**src/hw/bank_cmd_regs.vh**
```
// bank command legality: strobe encodings, state codes and timing counts
// assumes a 100 MHz system clock; included by the design and testbench files
`ifndef BANK_CMD_REGS_VH
`define BANK_CMD_REGS_VH

// ==========================================================
// command codes, {ras_n, cas_n, we_n} with select low
`define CMD_NOP 3'h7
`define CMD_ACT 3'h3
`define CMD_READ 3'h5
`define CMD_WRITE 3'h4
`define CMD_TERM 3'h6
`define CMD_PRE 3'h2
`define CMD_REF 3'h1
`define CMD_MRS 3'h0

// ==========================================================
// bank state codes
`define BS_IDLE 3'h0
`define BS_ACTIVATING 3'h1
`define BS_ACTIVE 3'h2
`define BS_READ 3'h3
`define BS_WRITE 3'h4
`define BS_PRECHARGING 3'h5
`define BS_AUTO_PRE 3'h6

// ==========================================================
// device phases
`define DEV_NORMAL 2'h0
`define DEV_REFRESH 2'h1
`define DEV_MODE_LOAD 2'h2
`define DEV_SR_EXIT 2'h3

// ==========================================================
// times in ns and derived cycle counts at 10 ns per cycle
`define CLK_PERIOD_NS 10
`define PRECHARGE_PERIOD_NS 15
`define ACTIVATE_TO_ACCESS_DELAY_NS 15
`define REFRESH_CYCLE_PERIOD_NS 60
`define MODE_LOAD_DELAY_NS 20
`define SELF_REFRESH_EXIT_DELAY_NS 70
`define CYC_UP(ns) (((ns) + `CLK_PERIOD_NS - 1) / `CLK_PERIOD_NS)
`define PRECHARGE_PERIOD_CYC `CYC_UP(`PRECHARGE_PERIOD_NS)
`define ACTIVATE_TO_ACCESS_DELAY_CYC `CYC_UP(`ACTIVATE_TO_ACCESS_DELAY_NS)
`define REFRESH_CYCLE_PERIOD_CYC `CYC_UP(`REFRESH_CYCLE_PERIOD_NS)
`define MODE_LOAD_DELAY_CYC `CYC_UP(`MODE_LOAD_DELAY_NS)
`define SELF_REFRESH_EXIT_DELAY_CYC `CYC_UP(`SELF_REFRESH_EXIT_DELAY_NS)

`endif

```
**src/hw/cmd_decode.v**
```verilog
// strobe decoder: turns the four command strobes into a command code
// assumes the strobes are synchronous to the system clock
`timescale 1ns/100ps
`default_nettype none
`include "bank_cmd_regs.vh"

module cmd_decode (
    // strobes
    input wire cs_n,
    input wire ras_n,
    input wire cas_n,
    input wire we_n,
    // decoded
    output wire [2:0] cmd
);
    // ==========================================================
    // deselect reads as a no-operation
    assign cmd = cs_n ? `CMD_NOP : {ras_n, cas_n, we_n};
endmodule
`default_nettype wire

```
**src/hw/bank_timer.v**
```verilog
// one bank's state register and countdown timer
// assumes the parent gives a one-cycle load with state and count
`timescale 1ns/100ps
`default_nettype none
`include "bank_cmd_regs.vh"

module bank_timer #(
    parameter CW = 4
) (
    // clock and reset
    input wire clk,
    input wire rst_n,
    // load
    input wire load,
    input wire [2:0] load_state,
    input wire [CW-1:0] load_count,
    // state
    output reg [2:0] state_r,
    output wire busy
);
    reg [CW-1:0] count_r;

    assign busy = (count_r != {CW{1'b0}});

    // ==========================================================
    // timed states fall to their follow-on state when the count ends
    always @(posedge clk or negedge rst_n) begin
        if (!rst_n) begin
            state_r <= `BS_IDLE;
            count_r <= {CW{1'b0}};
        end else if (load) begin
            state_r <= load_state;
            count_r <= load_count;
        end else if (count_r > {{(CW-1){1'b0}}, 1'b1}) begin
            count_r <= count_r - {{(CW-1){1'b0}}, 1'b1};
        end else if (busy) begin
            count_r <= {CW{1'b0}};
            case (state_r)
                `BS_ACTIVATING: state_r <= `BS_ACTIVE;
                `BS_PRECHARGING: state_r <= `BS_IDLE;
                `BS_AUTO_PRE: state_r <= `BS_IDLE;
                default: state_r <= state_r;
            endcase
        end
    end
endmodule
`default_nettype wire

```
**src/hw/bank_legality.v**
```verilog
// bank state tracking and command legality for a four-bank SDRAM
// assumes the controller drives strobes synchronous to CLK_SYS
`timescale 1ns/100ps
`default_nettype none
`include "bank_cmd_regs.vh"

// Behaviour
// - deselect or nop continues current operation
// - idle bank decodes activate row
// - precharge to idle bank is nop
// - active bank accepts read and write
// - both auto precharge variants accepted
// - access restarts plain burst at new column
// - precharge truncates read, starts precharging
// - precharge truncates write, starts precharging
// - terminate stops most recent burst if it is plain
// - rules apply only with cke high twice
// - idle only after precharge period
// - active only after activate delay, no burst
// - precharging ends after precharge period
// - activating ends after activate delay
// - auto precharge access idles after period
// - refresh busy for refresh cycle period
// - mode load busy for mode load delay
// - precharge all busies every bank
// - top address line selects auto precharge
module bank_legality #(
    parameter BURST_CYC = 4,
    parameter CW = 4,
    parameter DW = 4
) (
    // clock and reset
    input wire CLK_SYS,
    input wire RSTN,
    // command strobes
    input wire CKE,
    input wire CS_N,
    input wire RAS_N,
    input wire CAS_N,
    input wire WE_N,
    input wire [1:0] BANK,
    input wire AUTO_PRECHARGE_SELECT,
    // state out
    output wire [11:0] BANK_STATE,
    output wire [1:0] DEV_PHASE,
    output wire ALL_IDLE,
    output reg ILLEGAL_R,
    output reg ACCEPTED_R
);
    // ==========================================================
    // decode
    wire [2:0] cmd;
    reg cke_prev_r;
    reg [1:0] phase_r;
    reg [DW-1:0] dev_count_r;
    reg [1:0] last_bank_r;
    reg last_valid_r;
    reg [CW-1:0] burst_r [0:3];
    reg [3:0] load;
    reg [2:0] load_state [0:3];
    reg [CW-1:0] load_count [0:3];
    reg illegal_nxt;
    reg [1:0] phase_nxt;
    reg [DW-1:0] dev_count_nxt;
    wire [2:0] st [0:3];
    wire [3:0] busy;
    wire [2:0] cur;
    wire live;
    reg idle_pre;
    integer i;

    // cycle counts kept 32 bits wide here and cut to the counter width
    // by part-select where they are loaded
    localparam [31:0] PRE_CYC = `PRECHARGE_PERIOD_CYC;
    localparam [31:0] ACT_CYC = `ACTIVATE_TO_ACCESS_DELAY_CYC;
    localparam [31:0] REF_CYC = `REFRESH_CYCLE_PERIOD_CYC;
    localparam [31:0] MRS_CYC = `MODE_LOAD_DELAY_CYC;
    localparam [31:0] SRX_CYC = `SELF_REFRESH_EXIT_DELAY_CYC;

    cmd_decode cmd_decode_inst (
        .cs_n(CS_N),
        .ras_n(RAS_N),
        .cas_n(CAS_N),
        .we_n(WE_N),
        .cmd(cmd)
    );

    // ==========================================================
    // per-bank timers
    genvar g;
    generate
        for (g = 0; g < 4; g = g + 1) begin : gb
            bank_timer #(.CW(CW)) bank_timer_inst (
                .clk(CLK_SYS),
                .rst_n(RSTN),
                .load(load[g]),
                .load_state(load_state[g]),
                .load_count(load_count[g]),
                .state_r(st[g]),
                .busy(busy[g])
            );
            assign BANK_STATE[3*g +: 3] = st[g];
        end
    endgenerate

    function is_idle;
        input [2:0] s;
        begin
            is_idle = (s == `BS_IDLE);
        end
    endfunction

    // a bank that may take a precharge: idle, active or in a plain burst
    function pre_ok;
        input [2:0] s;
        begin
            pre_ok = (s == `BS_ACTIVE) || (s == `BS_READ) ||
                (s == `BS_WRITE) || (s == `BS_IDLE);
        end
    endfunction

    assign cur = st[BANK];
    // only edges with cke high now and before, outside busy phases
    assign live = CKE && cke_prev_r && (phase_r == `DEV_NORMAL);
    assign ALL_IDLE = is_idle(st[0]) && is_idle(st[1]) &&
        is_idle(st[2]) && is_idle(st[3]) && (phase_r == `DEV_NORMAL);
    assign DEV_PHASE = phase_r;

    // ==========================================================
    // command legality and bank loads
    always @* begin
        illegal_nxt = 1'b0;
        idle_pre = 1'b0;
        phase_nxt = phase_r;
        dev_count_nxt = dev_count_r;
        for (i = 0; i < 4; i = i + 1) begin
            load[i] = 1'b0;
            load_state[i] = st[i];
            load_count[i] = {CW{1'b0}};
        end
        if (!live) begin
            // any command other than nop in a busy phase is refused
            if (CKE && cke_prev_r && cmd != `CMD_NOP) begin
                illegal_nxt = 1'b1;
            end
        end else begin
            case (cmd)
                `CMD_NOP: begin
                    illegal_nxt = 1'b0;
                end
                `CMD_ACT: begin
                    if (is_idle(cur)) begin
                        load[BANK] = 1'b1;
                        load_state[BANK] = `BS_ACTIVATING;
                        load_count[BANK] = ACT_CYC[CW-1:0];
                    end else begin
                        illegal_nxt = 1'b1;
                    end
                end
                `CMD_READ, `CMD_WRITE: begin
                    // active or plain burst: new burst at new column
                    if (cur == `BS_ACTIVE || cur == `BS_READ ||
                        cur == `BS_WRITE) begin
                        load[BANK] = 1'b1;
                        if (AUTO_PRECHARGE_SELECT) begin
                            load_state[BANK] = `BS_AUTO_PRE;
                            load_count[BANK] = BURST_CYC[CW-1:0] +
                                PRE_CYC[CW-1:0];
                        end else begin
                            load_state[BANK] = (cmd == `CMD_READ) ?
                                `BS_READ : `BS_WRITE;
                        end
                    end else begin
                        illegal_nxt = 1'b1;
                    end
                end
                `CMD_TERM: begin
                    // stop the latest burst whatever its bank, if it is a plain one
                    if (last_valid_r && (st[last_bank_r] == `BS_READ ||
                        st[last_bank_r] == `BS_WRITE)) begin
                        load[last_bank_r] = 1'b1;
                        load_state[last_bank_r] = `BS_ACTIVE;
                    end
                end
                `CMD_PRE: begin
                    if (AUTO_PRECHARGE_SELECT) begin
                        if (pre_ok(st[0]) && pre_ok(st[1]) &&
                            pre_ok(st[2]) && pre_ok(st[3])) begin
                            for (i = 0; i < 4; i = i + 1) begin
                                load[i] = 1'b1;
                                load_state[i] = `BS_PRECHARGING;
                                load_count[i] = PRE_CYC[CW-1:0];
                            end
                        end else begin
                            illegal_nxt = 1'b1;
                        end
                    end else if (is_idle(cur)) begin
                        // silent: neither accepted nor refused
                        idle_pre = 1'b1;
                    end else if (pre_ok(cur)) begin
                        load[BANK] = 1'b1;
                        load_state[BANK] = `BS_PRECHARGING;
                        load_count[BANK] = PRE_CYC[CW-1:0];
                    end else begin
                        illegal_nxt = 1'b1;
                    end
                end
                `CMD_REF: begin
                    if (ALL_IDLE) begin
                        phase_nxt = `DEV_REFRESH;
                        dev_count_nxt = REF_CYC[DW-1:0];
                    end else begin
                        illegal_nxt = 1'b1;
                    end
                end
                default: begin
                    if (ALL_IDLE) begin
                        phase_nxt = `DEV_MODE_LOAD;
                        dev_count_nxt = MRS_CYC[DW-1:0];
                    end else begin
                        illegal_nxt = 1'b1;
                    end
                end
            endcase
        end
        // leaving a low-cke period waits out the self refresh exit delay
        if (CKE && !cke_prev_r) begin
            phase_nxt = `DEV_SR_EXIT;
            dev_count_nxt = SRX_CYC[DW-1:0];
        end else if (phase_r != `DEV_NORMAL) begin
            if (dev_count_r > {{(DW-1){1'b0}}, 1'b1}) begin
                dev_count_nxt = dev_count_r - {{(DW-1){1'b0}}, 1'b1};
            end else begin
                dev_count_nxt = {DW{1'b0}};
                phase_nxt = `DEV_NORMAL;
            end
        end
    end

    // ==========================================================
    // shared timer, last burst bank and status flags
    always @(posedge CLK_SYS or negedge RSTN) begin
        if (!RSTN) begin
            cke_prev_r <= 1'b1;
            phase_r <= `DEV_NORMAL;
            dev_count_r <= {DW{1'b0}};
            last_bank_r <= 2'h0;
            last_valid_r <= 1'b0;
            ILLEGAL_R <= 1'b0;
            ACCEPTED_R <= 1'b0;
        end else begin
            cke_prev_r <= CKE;
            phase_r <= phase_nxt;
            dev_count_r <= dev_count_nxt;
            ILLEGAL_R <= illegal_nxt;
            ACCEPTED_R <= live && (cmd != `CMD_NOP) && !illegal_nxt &&
                !idle_pre;
            if (live && !illegal_nxt &&
                (cmd == `CMD_READ || cmd == `CMD_WRITE)) begin
                last_bank_r <= BANK;
                last_valid_r <= 1'b1;
            end
        end
    end
endmodule
`default_nettype wire

```
**config.mk**
```make
export PLATFORM = sky130hd
export DESIGN_NAME = bank_legality
export DESIGN_NICKNAME = d
export VERILOG_FILES = /design/src/hw/cmd_decode.v /design/src/hw/bank_timer.v /design/src/hw/bank_legality.v
export VERILOG_INCLUDE_DIRS = /design/src /design/src/hw
export SDC_FILE = /design/constraint.sdc
export NUM_CORES = 1
export LEC_CHECK = 0
export ABC_CLOCK_PERIOD_IN_PS = 2850
export BUFFER_PORTS_ARGS = -buffer_cell sky130_fd_sc_hd__buf_2
export CORE_AREA = 2 2 72 101
export CTS_CLUSTER_DIAMETER = 120
export DETAILED_ROUTE_END_ITERATION = 8
export DIE_AREA = 0 0 74 103
export PLACE_DENSITY = 0.75
export SYNTH_ARGS = -nofsm -noshare
export SYNTH_HDL_FRONTEND = slang
export SYNTH_HIERARCHICAL = 1
export SYNTH_SLANG_ARGS = --single-unit
```
**constraint.sdc**
```tcl
create_clock -name CLK_SYS -period 2.85 [get_ports CLK_SYS]
set_input_delay 0.285 -clock CLK_SYS [delete_from_list [all_inputs] [get_ports CLK_SYS]]
set_output_delay 0.285 -clock CLK_SYS [all_outputs]
set_load 0.01 [all_outputs]
```
==> run_results.csv <==
group,metric,value,unit
outcome,status,"finished clean",
sta,drv_slew,0,
worst_setup_path,worstPathRequired,3030,ps
sta,max_freq,365.5,MHz
worst_setup_path,cp_max_fo,7,
detailed_routing,drtIter0Drc,368,
global_routing,grt_usage,31.02,%
floorplan,fp.dieH,103,um
synthesis,ys_warn_count,6,
detailed_routing,drt_pass1_iterations,5,
placed_design,dp_hpwl,8661,um
floorplan,row_count,36,
global_routing,grt_pass1_vias,3590,
floorplan,io_pins,27,
synthesis,syn_area,3591,sq um
clock_tree,clockBufferDepth,2,
flow_run,drv_cap,0,
clock_tree,cts_sinks,40,
power_and_ir_drop,power,2.555,mW
worst_setup_path,critPathKind,"reg2reg",
worst_setup_path,start_kind,"flop",
power_and_ir_drop,p_leak,1.797,nW
global_routing,grt_pass1_wl,17950,um
clock_tree,hold_buffers,0,
sta,max_slew_margin,39.29,%
hold_path,hp-class,"in2async",
placed_design,gp_congestion,1.020,
finish,final_layout_size_suffix_gt1_share,23.84,%
clock_tree,cts_tree,"done",
floorplan,coreArea,6802,sq um
sta,setup_violations,0,
sta,period_needed,2736,ps
clock_tree,cts-buffers-inserted,5,
finish,area_growth,19.93,%
synthesis,synthDistinctLibCells,68,
detailed_routing,totalWireLength,11340,um
finish,diodes,0,
sta,hold_violations,0,
placed_design,port_buffers,26,
clock_tree,clk_pin_slew,80,ps
detailed_routing,vias,3818,
floorplan,initial_utilization,52.80,%
synthesis,syn_avg_cell_area,8.070,sq um
global_routing,antenna_found_initial,0,
sta,rsz0062_at_grt,"true",
power_and_ir_drop,power_density,593.4,nW/um^2
detailed_routing,wire_per_inst,18.56,um
synthesis,synth-async-reset-ratio,100.0,%
detailed_routing,vias_per_cell,6.249,
finish,nets,537,
sta,skew,6.475,ps
sta,whs,82.50,ps
sta,timing.final.crit_share,95.99,%
global_routing,overflow,0,
synthesis,syn_inst,445,
synthesis,synth_ff_type,"dfrtp_1",
sta,tightest_slew,910.7,ps
detailed_routing,drc_errors,0,
clock_tree,htree_levels,2,
power_and_ir_drop,peakVddDrop,0.4579,mV
finish,nFillCells,620,
synthesis,yosysSeqAreaShare,27.91,%
worst_setup_path,endpoint_kind,"flop",
worst_setup_path,cp.arrival,2910,ps
clock_tree,clkLatencyLatePin,310,ps
global_routing,grt_max_degree,41,
floorplan,die_area,7622,sq um
floorplan,die_x,74,um
synthesis,synth-edff-count,0,
synthesis,ys_ff_latch,40,
clock_tree,cts_root_buf,"clkbuf_8",
detailed_routing,drtAntennaViolNets,0,
placed cells by master (no fill, tap or decap), drive strengths merged, types with 4 or more instances in the layout:
cell type  count
a41oi          4
o22ai          9
dfrtp         39
mux2i          8
and2b          4
o221ai        11
or4b           8
conb           8
nor3          19
xnor2          8
clkbuf         6
nand2         53
a31oi         10
nor2b          5
inv           26
mux4           6
o211ai         8
or2            7
a22oi          7
a211oi         6
nor2          35
o31ai          6
a21oi         13
o21ai         40
nand3         14
ha            12
nand4         12
nand2b         8
buf           76
path summary, 6_finish.rpt:
check / slack, ps / cells past startpoint / endpoint / from
max: 110 / 10 / gb[3].bank_timer_inst/count_r[1] / gb[2].bank_timer_inst/state_r[1]
min: 80 / 1 / DEV_PHASE[0] / RSTN
max reg2reg: 110 / 10 / gb[3].bank_timer_inst/count_r[1] / gb[2].bank_timer_inst/state_r[1]
min reg2reg: 530 / 1 / dev_count_r[3] / dev_count_r[3]
max in group asynchronous: 2110 / 1 / gb[2].bank_timer_inst/state_r[1] / RSTN
min in group CLK_SYS: 120 / 1 / cke_prev_r / CKE
routing by layer:
metal  up-vias  share of wire (%)  GRT usage, %
met4         0                4.1         14.97
met3        38                6.5         4.301
li1       1808                  -             -
met2       154                 50         53.71
met1      1818                 40         37.24
met5         -                  0             0
layout make-up:
type                    count  area [sq um]  area share [%]
clock inverters             2         35.03          0.8135
flip-flops and latches     40          1003           23.30
well taps                  95         118.9           2.760
repair buffers             76         505.5           11.74
inverters                  26         97.59           2.266
clock buffers               6         72.57           1.685
multi-input cells         366          2474           57.44
kinds of logic (layout without fill, tap and decap cells):
kind of cell	count (synthesis)	count (layout)	share of synthesized area, %
compound gates	138	138	26.41
buf+inv	46	110	5.087
flops	40	40	27.91
xor+xnor	8	8	1.951
mux	16	16	6.620
other cells	1	8	0.1044
simple gates	184	184	27.74
fa+ha+maj	12	12	4.181
where the power goes:
part / internal, mW / total [mW] / switching, mW
Clock: 0.260 / 0.474 / 0.214
Sequential: 0.746 / 0.943 / 0.197
Combinational: 0.541 / 1.14 / 0.598
Total: 1.55 / 2.56 / 1.01
worst max-delay path, stage by stage (launching register included):
cell      delay, ps
dfrtp_2         460
mux4_2          550
or3b_4          480
a21oi_2         190
o21a_1          170
a31oi_1          60
a31oi_1         170
buf_4           170
inv_1            80
o31ai_1         120
o221ai_1        170
flip-flops by register name (all words and copies together) (netlist names):
| register | flops |
|---|---|
| dev_count_r | 4 |
| gb.bank_timer_inst/state_r | 12 |
| last_valid_r | 1 |
| ILLEGAL_R | 1 |
| gb.bank_timer_inst/count_r | 16 |
| DEV_PHASE | 2 |
| cke_prev_r | 1 |
| last_bank_r | 2 |
| ACCEPTED_R | 1 |
timing repair:
action                     CTS  global route
resized for setup            0            11
setup endpoints to repair    0            18
hold endpoints to repair     0             0
buffers inserted             0             1
cell usage after synthesis, drive strengths merged (9+ instances only):
library cell / n / area (sq um)
nand2: 53 / 206.5
o21ai: 40 / 200.2
dfrtp: 39 / 975.9
nor2: 35 / 131.4
inv: 26 / 97.59
nor3: 19 / 100.1
clkbuf: 14 / 52.55
nand3: 14 / 75.07
a21oi: 13 / 65.06
ha: 12 / 150.1
nand4: 12 / 75.07
o221ai: 11 / 96.34
a31oi: 10 / 62.56
o22ai: 9 / 62.56
per-stage QoR:
step	utilization, %	std cells	setup WS, ps	setup TNS [ps]	cell area (sq um)
CTS	62.58	610	30.87	0	4257
finish	63.32	611	114.4	0	4307
detailed placement	61.00	602	13.03	0	4149
global route	63.32	611	-18.96	-30.12	4307
floorplan	-	452	69.47	0	3617
global placement	61.00	602	112.7	0	4149
Note: power is estimated with default switching activity, not from simulation.
